===== config.mk =====
export PLATFORM = sky130hd
export DESIGN_NAME = nvac_top
export DESIGN_NICKNAME = d
export VERILOG_FILES = /design/src/hw/nvac_pkg.sv /design/src/hw/nvac_top.sv
export SDC_FILE = /design/constraint.sdc
export NUM_CORES = 1
export LEC_CHECK = 0
export BUFFER_PORTS_ARGS = -buffer_cell sky130_fd_sc_hd__buf_2
export CORE_MARGIN = 4
export CORE_UTILIZATION = 45
export DETAILED_ROUTE_END_ITERATION = 10
export MAX_ROUTING_LAYER = met4
export PLACE_DENSITY_LB_ADDON = 0.25
export SLEW_MARGIN = 25
export SYNTH_ARGS = -nofsm -noshare
export SYNTH_HDL_FRONTEND = slang
export SYNTH_SLANG_ARGS = --single-unit

===== constraint.sdc =====
create_clock -name hclk -period 3.15 [get_ports hclk]
set_clock_uncertainty 0.15 [all_clocks]
set_input_delay 0 -clock hclk [delete_from_list [all_inputs] [get_ports hclk]]
set_output_delay 0 -clock hclk [all_outputs]
set_load 0.02 [all_outputs]

===== src/hw/nvac_pkg.sv =====
package nvac_pkg;
    // ----------------------------------------
    // register offsets (byte addresses)
    // ----------------------------------------
    localparam logic [7:0] OFS_ADDR_LOW = 8'h00;
    localparam logic [7:0] OFS_ADDR_HIGH = 8'h04;
    localparam logic [7:0] OFS_CONTROL = 8'h08;
    localparam logic [7:0] OFS_UNLOCK_KEY = 8'h0c;
    localparam logic [7:0] OFS_DATA_LOW = 8'h10;
    localparam logic [7:0] OFS_DATA_HIGH = 8'h14;

    // ----------------------------------------
    // control register fields
    // ----------------------------------------
    localparam int CTL_FLASH_SEL = 7;
    localparam int CTL_CONFIG_SEL = 6;
    localparam int CTL_LATCH_ONLY = 5;
    localparam int CTL_ERASE_SEL = 4;
    localparam int CTL_FAULT = 3;
    localparam int CTL_PERMIT = 2;
    localparam int CTL_WRITE = 1;
    localparam int CTL_READ = 0;

    // ----------------------------------------
    // reset values and fixed patterns
    // ----------------------------------------
    localparam logic [7:0] RST_ADDR_LOW = 8'h00;
    localparam logic [6:0] RST_ADDR_HIGH = 7'h00;
    localparam logic [7:0] RST_CONTROL = 8'h00;
    localparam logic [13:0] RST_WORD = 14'h0000;
    localparam logic [7:0] KEY_FIRST = 8'h55;
    localparam logic [7:0] KEY_SECOND = 8'haa;

    // ----------------------------------------
    // configuration space map (full 15-bit address)
    // ----------------------------------------
    localparam logic [14:0] CFG_USER_ID_FIRST = 15'h0000;
    localparam logic [14:0] CFG_USER_ID_LAST = 15'h0003;
    localparam logic [14:0] CFG_DEVICE_ID = 15'h0006;
    localparam logic [14:0] CFG_WORD_FIRST = 15'h0007;
    localparam logic [14:0] CFG_WORD_LAST = 15'h0008;

    // ----------------------------------------
    // memory space codes
    // ----------------------------------------
    typedef enum logic [1:0] {
        NVAC_SPACE_EEPROM = 2'b00,
        NVAC_SPACE_FLASH = 2'b01,
        NVAC_SPACE_CONFIG = 2'b10
    } nvac_space_t;

    // ----------------------------------------
    // timing
    // ----------------------------------------
    localparam int CLK_PERIOD_NS = 100;
    localparam int ERASE_TIME_NS = 2000000;
    localparam int PROGRAM_TIME_NS = 2000000;
    localparam int ERASE_CYCLES = (ERASE_TIME_NS + CLK_PERIOD_NS - 1) / CLK_PERIOD_NS;
    localparam int PROGRAM_CYCLES = (PROGRAM_TIME_NS + CLK_PERIOD_NS - 1) / CLK_PERIOD_NS;
endpackage : nvac_pkg


===== src/hw/nvac_top.sv =====
`timescale 1ns/1ps
// How it works
// low address register supplies address bits 7 to 0
// high register low seven bits give address 14 to 8; bit 7 reads one
// control bit 7 one selects program flash, zero selects data eeprom
// control bit 6 one selects configuration and id space instead
// flash/config with latch-only set: write command only loads write latches
// flash/config with latch-only clear: load latches, then program all latched data
// eeprom selected: latch-only ignored, write command starts eeprom write directly
// flash/config erase bit selects erase; hardware clears it after erase ends
// eeprom selected: erase bit ignored, each write does erase then write
// fault flag bit 3 set on write attempts; normal completion clears it
// program or erase starts only while permit bit 2 is one
// write bit 1 set-only starts self-timed cycle; hardware clears at end
// read bit 0 set-only; read takes one cycle, hardware clears it
// key register must see 55h then aah before write is accepted
// key register is write-only with no readable storage
// write without unlock pair or permit starts no cycle
// cpu stalled while flash or config write or erase runs
// data pair holds 14 bits; high register top two bits read zero
// user ids read-write; device id and config words read-only
// config read outside accessible set clears both data registers
module nvac_top #(
    parameter int ERASE_CYCLES = nvac_pkg::ERASE_CYCLES,
    parameter int PROGRAM_CYCLES = nvac_pkg::PROGRAM_CYCLES
) (
    // clock and reset
    input wire logic hclk,
    input wire logic hresetn,
    // ahb-lite slave
    input wire logic hsel,
    input wire logic [31:0] haddr,
    input wire logic [1:0] htrans,
    input wire logic hwrite,
    input wire logic [2:0] hsize,
    input wire logic [31:0] hwdata,
    input wire logic hready,
    output logic hreadyout,
    output logic [31:0] hrdata,
    output logic hresp,
    // nonvolatile array
    output logic [14:0] mem_addr,
    output logic [1:0] mem_space,
    output logic [13:0] mem_wdata,
    output logic mem_read,
    input wire logic [13:0] mem_rdata,
    output logic mem_latch_load,
    output logic mem_erase_active,
    output logic mem_program_active,
    // core
    output logic cpu_stall
);

    // ----------------------------------------
    // types and functions
    // ----------------------------------------
    typedef enum logic [1:0] {
        NVAC_ST_IDLE = 2'b00,
        NVAC_ST_ERASE = 2'b01,
        NVAC_ST_PROGRAM = 2'b10,
        NVAC_ST_LATCH = 2'b11
    } nvac_state_t;

    function automatic logic in_range(input logic [14:0] a, input logic [14:0] lo,
                                      input logic [14:0] hi);
        in_range = (a >= lo) && (a <= hi);
    endfunction : in_range

    // ----------------------------------------
    // registers
    // ----------------------------------------
    logic [7:0] addr_low_reg;
    logic [6:0] addr_high_reg;
    logic [7:0] control_reg;
    logic [7:0] control_next;
    logic [7:0] data_low_reg;
    logic [5:0] data_high_reg;
    logic [1:0] key_stage_reg;
    nvac_state_t state_reg;
    logic [15:0] timer_reg;
    logic read_phase_reg;
    logic dp_valid_reg;
    logic dp_write_reg;
    logic [7:0] dp_addr_reg;
    logic latch_pulse_reg;
    logic erase_out_reg;
    logic program_out_reg;
    logic read_out_reg;

    // ----------------------------------------
    // bus decode
    // ----------------------------------------
    wire ap_take = hsel && htrans[1] && hready;
    wire wr_any = dp_valid_reg && dp_write_reg;
    wire wr_addr_low = wr_any && (dp_addr_reg == nvac_pkg::OFS_ADDR_LOW);
    wire wr_addr_high = wr_any && (dp_addr_reg == nvac_pkg::OFS_ADDR_HIGH);
    wire wr_control = wr_any && (dp_addr_reg == nvac_pkg::OFS_CONTROL);
    wire wr_key = wr_any && (dp_addr_reg == nvac_pkg::OFS_UNLOCK_KEY);
    wire wr_data_low = wr_any && (dp_addr_reg == nvac_pkg::OFS_DATA_LOW);
    wire wr_data_high = wr_any && (dp_addr_reg == nvac_pkg::OFS_DATA_HIGH);
    wire [7:0] wbyte = hwdata[7:0];

    // ----------------------------------------
    // addressing and space
    // ----------------------------------------
    // low address bits
    wire [14:0] full_addr = {addr_high_reg, addr_low_reg};
    wire flash_sel = control_reg[nvac_pkg::CTL_FLASH_SEL];
    wire config_sel = control_reg[nvac_pkg::CTL_CONFIG_SEL];
    wire latch_only = control_reg[nvac_pkg::CTL_LATCH_ONLY];
    wire erase_sel = control_reg[nvac_pkg::CTL_ERASE_SEL];
    wire permit = control_reg[nvac_pkg::CTL_PERMIT];
    wire busy = (state_reg != NVAC_ST_IDLE);
    // flash or eeprom, R4 config overrides
    wire [1:0] space_sel = config_sel ? nvac_pkg::NVAC_SPACE_CONFIG :
                           flash_sel ? nvac_pkg::NVAC_SPACE_FLASH :
                           nvac_pkg::NVAC_SPACE_EEPROM;
    wire eeprom_sel = !config_sel && !flash_sel;
    // config access map
    wire cfg_user = in_range(full_addr, nvac_pkg::CFG_USER_ID_FIRST,
                             nvac_pkg::CFG_USER_ID_LAST);
    wire cfg_readable = cfg_user || (full_addr == nvac_pkg::CFG_DEVICE_ID) ||
                        in_range(full_addr, nvac_pkg::CFG_WORD_FIRST,
                                 nvac_pkg::CFG_WORD_LAST);
    // space of a start comes from the control write itself
    wire start_eeprom = !wbyte[nvac_pkg::CTL_CONFIG_SEL] && !wbyte[nvac_pkg::CTL_FLASH_SEL];
    wire target_writable = !wbyte[nvac_pkg::CTL_CONFIG_SEL] || cfg_user;

    // ----------------------------------------
    // write start decision
    // ----------------------------------------
    wire wr_set_try = wr_control && wbyte[nvac_pkg::CTL_WRITE] && !busy;
    // key order, R11 permit, R16 refuse otherwise
    wire start_ok = wr_set_try && (key_stage_reg == 2'd2) &&
                    wbyte[nvac_pkg::CTL_PERMIT] && target_writable;
    wire rd_set_try = wr_control && wbyte[nvac_pkg::CTL_READ] && !busy;
    wire timer_done = (timer_reg == 16'h0000);
    wire op_end = (state_reg == NVAC_ST_LATCH) ||
                  (state_reg == NVAC_ST_PROGRAM && timer_done) ||
                  (state_reg == NVAC_ST_ERASE && timer_done && !eeprom_sel);
    wire erase_end = (state_reg == NVAC_ST_ERASE) && timer_done;

    // ----------------------------------------
    // control register next value
    // ----------------------------------------
    always_comb begin
        control_next = control_reg;
        if (wr_control && !busy) begin
            control_next[7:4] = wbyte[7:4];
            control_next[nvac_pkg::CTL_PERMIT] = wbyte[nvac_pkg::CTL_PERMIT];
            control_next[nvac_pkg::CTL_FAULT] = wbyte[nvac_pkg::CTL_FAULT];
        end
        // set-only read bit, one-cycle read
        if (read_phase_reg) begin
            control_next[nvac_pkg::CTL_READ] = 1'b0;
        end
        if (rd_set_try) begin
            control_next[nvac_pkg::CTL_READ] = 1'b1;
        end
        // hardware clears write bit at end
        if (op_end) begin
            control_next[nvac_pkg::CTL_WRITE] = 1'b0;
            control_next[nvac_pkg::CTL_FAULT] = 1'b0;
        end
        // hardware clears erase bit after erase
        if (erase_end && !eeprom_sel) begin
            control_next[nvac_pkg::CTL_ERASE_SEL] = 1'b0;
        end
        // write bit only set by software
        if (start_ok) begin
            control_next[nvac_pkg::CTL_WRITE] = 1'b1;
        end
        // fault flag on set attempt, set wins
        if (wr_set_try) begin
            control_next[nvac_pkg::CTL_FAULT] = 1'b1;
        end
    end

    // ----------------------------------------
    // bus data phase capture
    // ----------------------------------------
    always_ff @(posedge hclk or negedge hresetn) begin
        if (!hresetn) begin
            dp_valid_reg <= 1'b0;
            dp_write_reg <= 1'b0;
            dp_addr_reg <= 8'h00;
        end else if (hready) begin
            dp_valid_reg <= ap_take;
            dp_write_reg <= hwrite;
            dp_addr_reg <= haddr[7:0];
        end
    end

    // ----------------------------------------
    // address, control and key registers
    // ----------------------------------------
    always_ff @(posedge hclk or negedge hresetn) begin
        if (!hresetn) begin
            addr_low_reg <= nvac_pkg::RST_ADDR_LOW;
            addr_high_reg <= nvac_pkg::RST_ADDR_HIGH;
            control_reg <= nvac_pkg::RST_CONTROL;
        end else begin
            control_reg <= control_next;
            if (wr_addr_low && !busy) begin
                addr_low_reg <= wbyte;
            end
            // seven implemented high bits
            if (wr_addr_high && !busy) begin
                addr_high_reg <= wbyte[6:0];
            end
        end
    end

    // unlock key sequencing
    always_ff @(posedge hclk or negedge hresetn) begin
        if (!hresetn) begin
            key_stage_reg <= 2'd0;
        end else if (wr_key) begin
            if (wbyte == nvac_pkg::KEY_FIRST) begin
                key_stage_reg <= 2'd1;
            end else if (wbyte == nvac_pkg::KEY_SECOND && key_stage_reg == 2'd1) begin
                key_stage_reg <= 2'd2;
            end else begin
                key_stage_reg <= 2'd0;
            end
        end else if (wr_control || (wr_any && key_stage_reg == 2'd1)) begin
            key_stage_reg <= 2'd0;
        end
    end

    // ----------------------------------------
    // data register pair
    // ----------------------------------------
    // fourteen-bit word, R20 cleared on bad config read
    always_ff @(posedge hclk or negedge hresetn) begin
        if (!hresetn) begin
            data_low_reg <= nvac_pkg::RST_WORD[7:0];
            data_high_reg <= nvac_pkg::RST_WORD[13:8];
        end else if (read_phase_reg) begin
            if (config_sel && !cfg_readable) begin
                data_low_reg <= nvac_pkg::RST_WORD[7:0];
                data_high_reg <= nvac_pkg::RST_WORD[13:8];
            end else begin
                data_low_reg <= mem_rdata[7:0];
                data_high_reg <= mem_rdata[13:8];
            end
        end else if (!busy) begin
            if (wr_data_low) begin
                data_low_reg <= wbyte;
            end
            if (wr_data_high) begin
                data_high_reg <= wbyte[5:0];
            end
        end
    end

    // ----------------------------------------
    // operation sequencer
    // ----------------------------------------
    always_ff @(posedge hclk or negedge hresetn) begin
        if (!hresetn) begin
            state_reg <= NVAC_ST_IDLE;
            timer_reg <= 16'h0000;
            read_phase_reg <= 1'b0;
        end else begin
            read_phase_reg <= rd_set_try;
            case (state_reg)
                NVAC_ST_IDLE: begin
                    if (start_ok) begin
                        if (!start_eeprom && wbyte[nvac_pkg::CTL_LATCH_ONLY]
                            && !wbyte[nvac_pkg::CTL_ERASE_SEL]) begin
                            // latch-only load
                            state_reg <= NVAC_ST_LATCH;
                        end else if (start_eeprom || wbyte[nvac_pkg::CTL_ERASE_SEL]) begin
                            // eeprom erases first, R8 flash erase
                            state_reg <= NVAC_ST_ERASE;
                            timer_reg <= 16'(ERASE_CYCLES - 1);
                        end else begin
                            // load then program latches
                            state_reg <= NVAC_ST_PROGRAM;
                            timer_reg <= 16'(PROGRAM_CYCLES - 1);
                        end
                    end
                end
                NVAC_ST_ERASE: begin
                    if (!timer_done) begin
                        timer_reg <= timer_reg - 16'h0001;
                    end else if (eeprom_sel) begin
                        // eeprom write follows its erase
                        state_reg <= NVAC_ST_PROGRAM;
                        timer_reg <= 16'(PROGRAM_CYCLES - 1);
                    end else begin
                        state_reg <= NVAC_ST_IDLE;
                    end
                end
                NVAC_ST_PROGRAM: begin
                    if (!timer_done) begin
                        timer_reg <= timer_reg - 16'h0001;
                    end else begin
                        state_reg <= NVAC_ST_IDLE;
                    end
                end
                NVAC_ST_LATCH: begin
                    state_reg <= NVAC_ST_IDLE;
                end
                default: begin
                    state_reg <= NVAC_ST_IDLE;
                end
            endcase
        end
    end

    // ----------------------------------------
    // array strobes
    // ----------------------------------------
    // latch loaded at start of any flash program
    wire latch_next = start_ok && !start_eeprom && !wbyte[nvac_pkg::CTL_ERASE_SEL];
    wire erase_next = (state_reg == NVAC_ST_ERASE && !timer_done) ||
                      (start_ok && (start_eeprom || wbyte[nvac_pkg::CTL_ERASE_SEL]));
    wire program_next = (state_reg == NVAC_ST_PROGRAM && !timer_done) ||
                        (erase_end && eeprom_sel) ||
                        (start_ok && !start_eeprom && !wbyte[nvac_pkg::CTL_LATCH_ONLY]
                         && !wbyte[nvac_pkg::CTL_ERASE_SEL]);

    always_ff @(posedge hclk or negedge hresetn) begin
        if (!hresetn) begin
            latch_pulse_reg <= 1'b0;
            erase_out_reg <= 1'b0;
            program_out_reg <= 1'b0;
            read_out_reg <= 1'b0;
        end else begin
            latch_pulse_reg <= latch_next;
            erase_out_reg <= erase_next;
            program_out_reg <= program_next;
            read_out_reg <= rd_set_try;
        end
    end

    assign mem_addr = full_addr;
    assign mem_space = space_sel;
    assign mem_wdata = {data_high_reg, data_low_reg};
    assign mem_read = read_out_reg;
    assign mem_latch_load = latch_pulse_reg;
    assign mem_erase_active = erase_out_reg;
    assign mem_program_active = program_out_reg;
    // stall core during flash or config cycles
    assign cpu_stall = busy && !eeprom_sel;

    // ----------------------------------------
    // read mux
    // ----------------------------------------
    // key register reads zero, R2 top bit reads one
    wire [7:0] rd_byte = (dp_addr_reg == nvac_pkg::OFS_ADDR_LOW) ? addr_low_reg :
                         (dp_addr_reg == nvac_pkg::OFS_ADDR_HIGH) ? {1'b1, addr_high_reg} :
                         (dp_addr_reg == nvac_pkg::OFS_CONTROL) ? control_reg :
                         (dp_addr_reg == nvac_pkg::OFS_DATA_LOW) ? data_low_reg :
                         (dp_addr_reg == nvac_pkg::OFS_DATA_HIGH) ? {2'b00, data_high_reg} :
                         8'h00;
    assign hrdata = (dp_valid_reg && !dp_write_reg) ? {24'h000000, rd_byte} : 32'h00000000;
    assign hreadyout = 1'b1;
    assign hresp = 1'b0;

endmodule : nvac_top


== Yosys cells after proc, flatten, opt, wreduce, memory -nomap -nowiden ==
Cells that the tools add are included.

* Add/subtract/negate cells: 1
* Multipliers: 0
* Div/mod/pow operators: 0
* Magnitude comparators: 4
* Equal/unequal tests: 20
* Shifts and indexed selects: 0
* Muxes and demuxes: 41
* Bitwise logic cells: 0
* Reductions and logical operators: 79

{| class="wikitable"
|+ Operator list
! kind !! number
|-
| $mux 16 || 5
|-
| $mux 8 || 9
|-
| $pmux 16 s3 || 1
|-
| $logic_and 1x1->1 || 41
|-
| $mux 6 || 5
|-
| $mux 2 || 11
|-
| $eq 8x4->1 const B || 2
|-
| $eq 8x5->1 const B || 2
|-
| $logic_not 16->1 || 1
|-
| $sub 16x1->16 const B || 1
|-
| $eq 15x3->1 const B || 1
|-
| $ge 15x1->1 const B || 1
|-
| $ge 15x3->1 const B || 1
|-
| $le 15x2->1 const B || 1
|-
| $le 15x4->1 const B || 1
|-
| $reduce_bool 2->1 || 7
|-
| $logic_not 1->1 || 12
|-
| $ne 2x2->1 const B || 6
|-
| $logic_or 1x1->1 || 10
|-
| $eq 8x3->1 const B || 1
|-
| $eq 8x7->1 const B || 1
|-
| $eq 8x8->1 const B || 1
|-
| $logic_not 8->1 || 1
|-
| $mux 1 || 8
|-
| 10 further kinds || 15
|}

* Flip-flop bits (word level): 71
* Latch bits: 0
* RAM bits: 0
* Bits in read-only memories: 0
* Input port bits: 88
* Output and inout bits: 70
* Logic and storage cells: 164
* Memories kept: 0

== Logic depth before layout (Yosys ltp) ==
Gate-level depths: netlist (run 1).

* Depth in word-level cells: 11
* Depth in mapped cells: 9
* Mapped depth without buffers: 7

== Least setup slack after synthesis (run 1) ==
OpenSTA, ideal clock, no wires.

* Path type: flip-flop to flip-flop
* Start: reg addr_high_reg[6]
* End: reg timer_reg[6]
* Library setup time: 0.126 ns
* Arrival time: 2.360 ns
* Required time: 2.874 ns
* Path slack: 0.514 ns
* Stages on the path, launching flop included: 7
* Path buffers: 1
* Period minus slack after synthesis: 2.636 ns
* Path through: dfrtp_1 > or4_1 > o41ai_2 > a31oi_2 > or2_4 > buf_6 > a221o_1

* Word-level cells in the longest chain between the ends: 6
* Elaborated cells between the ends (all ways): 7
* Those cells by class: 2 x order compare; 1 x eq/ne; 4 x reduce/logical

{| class="wikitable"
|+ Ends and longest elaborated chain
! what !! line !! text
|-
| start, declared || nvac_top.sv:73 || <nowiki>logic [6:0] addr_high_reg;</nowiki>
|-
| start signal, assigned || nvac_top.sv:200 || <nowiki>addr_high_reg <= nvac_pkg::RST_ADDR_HIGH;</nowiki>
|-
| start signal, assigned || nvac_top.sv:209 || <nowiki>addr_high_reg <= wbyte[6:0];</nowiki>
|-
| $ge 15x1->1 / $le 15x2->1 (equally long branches) || nvac_top.sv:66 || <nowiki>in_range = (a >= lo) && (a <= hi);</nowiki>
|-
| $logic_and 1x1->1 * || nvac_top.sv:66 ||
|-
| $logic_or 1x1->1 * || nvac_top.sv:127 || <nowiki>wire target_writable = !wbyte[nvac_pkg::CTL_CONFIG_SEL] || cfg_user;</nowiki>
|-
| $logic_and 1x1->1 * || nvac_top.sv:135 || <nowiki>wbyte[nvac_pkg::CTL_PERMIT] && target_writable;</nowiki>
|-
| $ne 2x2->1 (no source line) * || -- ||
|-
| $reduce_and 5->1 (no source line) * || -- ||
|-
| end signal, assigned || nvac_top.sv:277 || <nowiki>timer_reg <= 16'(ERASE_CYCLES - 1);</nowiki>
|-
| end signal, assigned || nvac_top.sv:281 || <nowiki>timer_reg <= 16'(PROGRAM_CYCLES - 1);</nowiki>
|-
| end signal, assigned || nvac_top.sv:287 || <nowiki>timer_reg <= timer_reg - 16'h0001;</nowiki>
|-
| end, declared || nvac_top.sv:80 || <nowiki>logic [15:0] timer_reg;</nowiki>
|}

Mark *: on every way between the ends. The rest lies on a longest branch, timed or not.
A chain may end at the register's enable or synchronous reset.

== Final worst setup path (run 1) ==
* Start: reg addr_high_reg[6]
* End: reg timer_reg[5]

Same word-level chain as after synthesis.

==> key figures, run 1 <==
Status
  – Run status: complete, no violations

CTS
  – Post-cts gate resize count: 0
  – Worst-path clk slew: 0.08 ns
  – Sink Count: 71
  – Root buffer cell: clkbuf_8
  – CTS Buf Count: 9
  – Clk Latency, worst-skew pair: 0.35 ns
  – Clock Path Buffers: 2
  – CTS tree: built
  – CTS H-tree depth: 3

Global route
  – Vias in the first global route: 3778
  – Initial antenna violation count: 0
  – Gr ovfl total: 0
  – Largest net degree at the start of global routing: 41
  – Gr usage total: 23.0%
  – First-pass GRT wire length: 19.7 mm

Route
  – Residual DRC: 0
  – Avg WL per Cell: 17.4 µm
  – Vias: 3943
  – Initial DRC count: 280
  – Post-Route WL: 12.0 mm
  – Vias per inst: 5.73
  – Routed Antenna Nets: 0
  – First-pass iteration count of the detailed router: 6

Setup path
  – Worst path bufs/invs: 1
  – Top delay family on crit path: simple AND/OR/NAND/NOR gates
  – Critical path class: reg -> reg
  – Crit-path max cell delay: 0.60 ns
  – Arr. time, crit path: 3.01 ns
  – Worst R2R Start: addr_high_reg[6]
  – Worst-path fanout max: 13
  – Worst setup SP type: flop
  – CP endpoint kind: flop
  – Crit-path cells: or4_1, o41ai_2, a31oi_2, buf_4, nor3_1, a221o_1
  – Slowest CP cell: or4_1
  – CP Data Required Time: 3.28 ns
  – Worst Setup SP: addr_high_reg[6]

Min path
  – Worst hold path class: in -> async

Timing
  – F_max: 347 MHz
  – RSZ-0062 raised after global routing: false
  – Final period utilization: 91.4%
  – Fin Setup TNS: 0 ns
  – Rel. slew slack: 41.5%
  – Minimum clock period: 2.88 ns
  – Max Slew Vio Count: 0
  – Final setup fails: 0
  – Worst Tran Pin Value: 0.873 ns
  – Final hold violation count: 0
  – Worst Setup Slack, final: 0.272 ns

Layout
  – ANT cells: 0
  – Most frequent cells in the layout: buf_2 (79), dfrtp_1 (71), o21ai_0 (49), dlygate4sd3_1 (47), nand2_1 (34)
  – Max FFs per register: 16
  – Layout Nets: 668
  – Layout cell share with drive strength beyond 1: 26.0%
  – Most common cell after layout, fill and taps aside: buf_2
  – Area grow syn2layout: 28.5%

Flow run
  – Maxcap violations: 0

Place
  – Gpl congestion: 0.895
  – Pre-CTS WS: 0.234 ns
  – Dpl hpwl: 8.37 mm
  – I/O Buffers: 79

Pwr
  – Power per standard cell area: 396 mW/mm²
  – Static Leakage: 2.36 nW
  – Maximum resistive drop on vdd: 271 µV

Die
  – Die area: 0.0109 mm²
  – Die Y: 104 µm
  – Initial Utilization: 47.1%
  – Core ar.: 0.00885 mm²
  – I/O Pins: 158
  – Die W: 104 µm
  – Core Rows: 34

Synth
  – Post-Syn Area: 0.00416 mm²
  – Main flop type after synthesis: dfrtp_1
  – Post-synthesis register bit count: 71
  – Syn Inst Count: 444
  – Sequential share of the synthesized area: 42.7%
  – Post-synth EDFFs: 0
  – Yosys warns: 0
  – Post-synthesis async set-or-reset flop share: 100%
  – Distinct cells, synth: 61
  – Synth Area per Inst: 9.38 µm²
Yosys cell counts (5+ instances only):
cell / instances / area, µm²
a21oi_1: 5 / 25.0
a31oi_1: 16 / 100
a32oi_1: 5 / 43.8
buf_4: 27 / 203
clkbuf_1: 15 / 56.3
dfrtp_1: 71 / 1780
ha_1: 5 / 62.6
inv_1: 16 / 60.1
mux2_2: 27 / 304
nand2_1: 34 / 128
nand2b_1: 9 / 56.3
nand3_1: 7 / 35.0
nor2_1: 32 / 120
nor2b_1: 10 / 62.6
nor3_1: 15 / 75.1
o21ai_0: 49 / 245
o31ai_1: 10 / 75.1
or3_1: 7 / 43.8
or4_1: 6 / 45.0
power breakdown:
| group | total [mW] | switching, mW | internal [mW] |
|---|---|---|---|
| clock network | 0.916 | 0.363 | 0.553 |
| logic | 0.252 | 0.140 | 0.112 |
| registers | 0.954 | 0.0236 | 0.930 |
| total | 2.12 | 0.527 | 1.60 |
worst register-to-register path: stages, from the launching register on:
cell	delay, ns
dfrtp_1	0.45
or4_1	0.60
o41ai_2	0.51
a31oi_2	0.20
buf_4	0.23
nor3_1	0.44
a221o_1	0.23
final timing paths:
path                            depth (start not counted)               end  slack, ns
worst max-delay path                                    6      timer_reg[5]       0.27
worst min-delay path                                    3  addr_high_reg[4]       0.05
worst max register to register                          6      timer_reg[5]       0.27
worst min register to register                          2     timer_reg[14]       0.36
max in group asynchronous                               3  key_stage_reg[0]       2.36
min in group hclk                                       4   data_low_reg[7]       0.34
logic make-up (layout without fill, tap and decap cells):
logic type,count (synthesis),after routing,synth area share (%)
DFF,71,71,42.7
AOI/OAI and AO/OA,126,126,20.3
muxes,30,30,8.02
and+or+nand+nor,148,148,19.1
adders and majority gates,5,5,1.50
other,2,26,0.180
buffers and inverters,62,174,8.26
metrics by stage:
| step | power, mW | hold WS [ns] | utilization [%] | std cells | cell area (µm²) |
|---|---|---|---|---|---|
| global placement | 1.16 | -0.0954 | 52.2 | 625 | 4620 |
| CTS | 2.13 | 0.0640 | 60.4 | 688 | 5350 |
| floorplan | 1.10 | -0.446 | - | 468 | 4250 |
| finish | 2.12 | 0.0545 | 60.5 | 688 | 5350 |
| detailed placement | 1.17 | -0.0912 | 52.2 | 625 | 4620 |
| global route | 2.20 | 0.113 | 60.5 | 688 | 5350 |
metal layers:
metal / up-vias / GRT usage, % / part of all wire, %
met4: 0 / 6.17 / 1.6
met5: - / - / 0
met1: 1895 / 32.3 / 44
met3: 21 / 3.91 / 8.1
li1: 1833 / - / -
met2: 194 / 34.5 / 47
timing repair:
| item | 4_1_cts | 5_1_grt |
|---|---|---|
| buffers inserted | 0 | 0 |
| endpoints found under the hold margin | 119 | 0 |
| hold buffers | 47 | 0 |
cell type report:
class	instances	area, µm²
clock buffer	10	138
sequential	71	1780
multi-input combinational	335	2140
clock inverter	6	116
fill	752	3500
timing repair buffer	142	986
tap	108	135
inverter	16	60.1
(Power assumes the default switching activity.)
==> run 2, diff against run 1 <==
--- a/config.mk
+++ b/config.mk
@@ -5,6 +5,7 @@
 export SDC_FILE = /design/constraint.sdc
 export NUM_CORES = 1
 export LEC_CHECK = 0
+export ABC_AREA = 1
 export BUFFER_PORTS_ARGS = -buffer_cell sky130_fd_sc_hd__buf_2
 export CORE_MARGIN = 4
 export CORE_UTILIZATION = 45
==> run 2 against run 1 <==
  * First-iteration DRC count is 54% higher
  * Final area is 6.1% higher
  * Synthesized cell count is 38% higher
  * Sequential share of layout area is 1.9 points lower
  * Critical path type unchanged
  * Largest power group is now combinational cells
==> key figures, run 2 <==
Synth
  – Post-synth EDFFs: 0 (unchanged)
  – Synth area leaders: dfrtp_1 (40%), nand2_1 (14%), o21ai_0 (6.3%) (was dfrtp_1 (43%), mux2_2 (7.3%), o21ai_0 (5.9%))
  – Distinct cells, synth: 38 (was 61)
  – Synth Area per Inst: 7.23 µm² (was 9.38 µm²)
  – Post-synthesis async set-or-reset flop share: 100% (unchanged)
  – Cell taking the most area after synthesis: dfrtp_1 (unchanged)
  – Sequential share of the synthesized area: 40.2% (was 42.7%)
  – Post-synthesis register bit count: 71 (unchanged)
  – Most frequent cell after synthesis: nand2_1 (was dfrtp_1)
  – Syn Inst Count: 611 (was 444)
  – Main flop type after synthesis: dfrtp_1 (unchanged)
  – Post-Syn Area: 0.00442 mm² (was 0.00416 mm²)
  – Synth top cells by count: nand2_1 (166), nor2_1 (72), dfrtp_1 (71) (was dfrtp_1 (71), o21ai_0 (49), nand2_1 (34))
  – Top cell type's share of synthesized area: 40.2% (was 42.7%)
  – Yosys warns: 0 (unchanged)

Die
  – Die area: 0.0115 mm² (was 0.0109 mm²)
  – I/O Pins: 158 (unchanged)
  – Die Y: 107 µm (was 104 µm)
  – Core ar.: 0.00942 mm² (was 0.00885 mm²)
  – Die W: 107 µm (was 104 µm)
  – Initial Utilization: 47.0% (was 47.1%)
  – Core Rows: 35 (was 34)

CTS
  – CTS H-tree depth: 3 (unchanged)
  – Sink Count: 71 (unchanged)
  – Worst-path clk slew: 0.08 ns (about the same)
  – CTS tree: built (unchanged)
  – Root buffer cell: clkbuf_8 (unchanged)
  – Post-cts gate resize count: 0 (unchanged)
  – Clock Path Buffers: 2 (unchanged)
  – CTS Buf Count: 9 (unchanged)
  – Clk Latency, worst-skew pair: 0.35 ns (about the same)

Route
  – Post-Route WL: 13.1 mm (was 12.0 mm)
  – Routed Antenna Nets: 0 (unchanged)
  – Residual DRC: 0 (unchanged)
  – Vias: 4605 (was 3943)
  – Vias per inst: 5.20 (was 5.73)
  – Initial DRC count: 431 (was 280)
  – Avg WL per Cell: 14.9 µm (was 17.4 µm)
  – First-pass iteration count of the detailed router: 9 (was 6)

Setup path
  – Depth of the most critical reg-to-reg path: 9 (was 6)
  – Critical path class: reg -> reg (unchanged)
  – Slowest CP cell: dlygate4sd3_1 (was or4_1)
  – Crit-path max cell delay: 0.56 ns (was 0.60 ns)
  – Arr. time, crit path: 2.86 ns (was 3.01 ns)
  – Most common cell on crit path: inv_1
  – CP endpoint kind: flop (unchanged)
  – CP Data Required Time: 3.29 ns (was 3.28 ns)
  – Worst path bufs/invs: 3 (was 1)
  – Top delay family on crit path: simple AND/OR/NAND/NOR gates (unchanged)
  – Crit-path cells: inv_1, ha_1, inv_1, nor2_4, nand3_1, nand2_1, nor2_1, a21oi_1, dlygate4sd3_1 (was or4_1, o41ai_2, a31oi_2, buf_4, nor3_1, a221o_1)
  – Worst-path fanout max: 9 (was 13)
  – Worst setup SP type: flop (unchanged)
  – Worst path depth: 9 (was 6)

Flow run
  – Maxcap violations: 0 (unchanged)

Timing
  – Final period utilization: 86.3% (was 91.4%)
  – Final setup fails: 0 (unchanged)
  – RSZ-0062 raised after global routing: false (unchanged)
  – Worst Tran Pin Value: 0.598 ns (was 0.873 ns)
  – Fin Setup TNS: 0 ns (unchanged)
  – Rel. slew slack: 60.1% (was 41.5%)
  – F_max: 368 MHz (was 347 MHz)
  – Minimum clock period: 2.72 ns (was 2.88 ns)
  – Max Slew Vio Count: 0 (unchanged)
  – Final hold violation count: 0 (unchanged)

Pwr
  – Power per standard cell area: 632 mW/mm² (was 396 mW/mm²)
  – Reg power frac: 34.8% (was 44.9%)
  – P_sw: 1.52 mW (was 527 µW)
  – Clock share of power: 23.2% (was 43.2%)
  – Maximum resistive drop on vdd: 374 µV (was 271 µV)
  – Switching share of power: 42.2% (was 24.8%)
  – Static Leakage: 2.93 nW (was 2.36 nW)
  – Comb power frac: 42.0% (was 11.9%)
  – Cell-internal power: 2.07 mW (was 1.60 mW)

Global route
  – First-pass GRT wire length: 21.3 mm (was 19.7 mm)
  – Largest net degree at the start of global routing: 30 (was 41)
  – Gr usage total: 24.1% (was 23.0%)
  – Gr ovfl total: 0 (unchanged)
  – Vias in the first global route: 4294 (was 3778)
  – Initial antenna violation count: 0 (unchanged)

Layout
  – ANT cells: 0 (unchanged)
  – Layout Nets: 844 (was 668)
  – Most frequent cells in the layout: nand2_1 (166), buf_2 (79), nor2_1 (72), dfrtp_1 (71), dlygate4sd3_1 (64) (was buf_2 (79), dfrtp_1 (71), o21ai_0 (49), dlygate4sd3_1 (47), nand2_1 (34))
  – Most common cell after layout, fill and taps aside: nand2_1 (was buf_2)
  – Layout cell share with drive strength beyond 1: 16.5% (was 26.0%)
  – Design Area, Final: 0.00568 mm² (was 0.00535 mm²)
  – Max FFs per register: 16 (unchanged)
  – Area grow syn2layout: 28.5% (about the same)

Place
  – Gpl congestion: 0.943 (was 0.895)
  – I/O Buffers: 79 (unchanged)
  – Dpl hpwl: 9.08 mm (was 8.37 mm)
  – DP Area: 0.00482 mm² (was 0.00462 mm²)

Status
  – Run status: complete, no violations (unchanged)

Min path
  – Worst hold stages: 2
  – Worst hold path class: reg -> reg (was in -> async)
==> run 2: cell count changes in the layout (fill, tap and decap cells not counted), sizes merged, moves of 14 or more <==
cell and delta:
a31oi -16, inv +38, nand2 +138, a21oi +24
nor2 +44, dlygate4sd3 +17, o21ai +14, o21bai +14
nand3 +31, mux2 -21
==> run 2: final timing paths <==
kind | start | endpoint | slack, ns
worst max-delay path | state_reg[0] | data_low_reg[3] | 0.43
worst min-delay path | control_reg[2] | control_reg[2] | 0.35
worst max register to register | state_reg[0] | data_low_reg[3] | 0.43
worst min register to register | control_reg[2] | control_reg[2] | 0.35
max in group asynchronous | hresetn | timer_reg[7] | 1.23
min in group asynchronous | hresetn | dp_addr_reg[3] | 0.44
==> run 2: per-stage QoR <==
| step | hold WS [ns] | power [mW] | setup slack, ns | utilization (%) | cells |
|---|---|---|---|---|---|
| floorplan | -0.446 | 2.33 | 1.20 | - | 635 |
| CTS | 0.347 | 3.59 | 0.483 | 60.3 | 885 |
| global route | 0.393 | 3.86 | 0.236 | 60.3 | 885 |
| detailed placement | -0.161 | 2.65 | 0.775 | 51.2 | 805 |
| finish | 0.350 | 3.59 | 0.432 | 60.3 | 885 |
| global placement | -0.163 | 2.62 | 0.852 | 51.2 | 805 |
==> run 2: power by group through the flow <==
stage | combinational, mW | sequential [mW] | clock, mW
2_1_floorplan | 1.05 | 1.28 | 0
3_3_place_gp | 1.37 | 1.26 | 0
3_5_place_dp | 1.39 | 1.26 | 0
4_1_cts | 1.50 | 1.25 | 0.848
5_1_grt | 1.70 | 1.28 | 0.886
6_report | 1.51 | 1.25 | 0.833
==> run 2: timing repair <==
item	CTS	global route
hold buffers	64	0
endpoints found under the hold margin	123	0
buffers inserted	0	0
==> run 2: worst min-delay path: cells and delay by family (launching register included) <==
kind	cells	cell delay, ns
DFF	1	0.36
AOI/OAI and AO/OA	1	0.06
and+or+nand+nor	1	0.05
==> run 2: cell families (layout without fill, tap and decap cells) <==
logic type	after synthesis	after routing	synth area share (%)
AO/OA/AOI/OAI	120	120	15.7
multiplexers	6	6	1.53
flip-flops	71	71	40.2
adder cells (fa/ha/maj)	5	5	1.42
buffers and inverters	97	218	10.9
XOR/XNOR	4	4	0.793
other	2	26	0.170
AND/OR/NAND/NOR	306	306	29.3
==> run 2: routing by layer <==
metal	GRT usage, %	routed length (µm)	vias to the layer above
li1	-	-	2233
met1	31.5	5660	2102
met2	36.9	5960	223
met3	5.66	1100	47
met4	8.68	423	0
met5	-	0	-
==> run 2: cell type report <==
class / count / area (µm²)
flip-flops and latches: 71 / 1780
repair buffers: 146 / 1060
clock buffers: 11 / 141
fillers: 819 / 3730
multi-input cells: 467 / 2250
well taps: 129 / 161
inverters: 56 / 210
clock inverters: 5 / 81.3
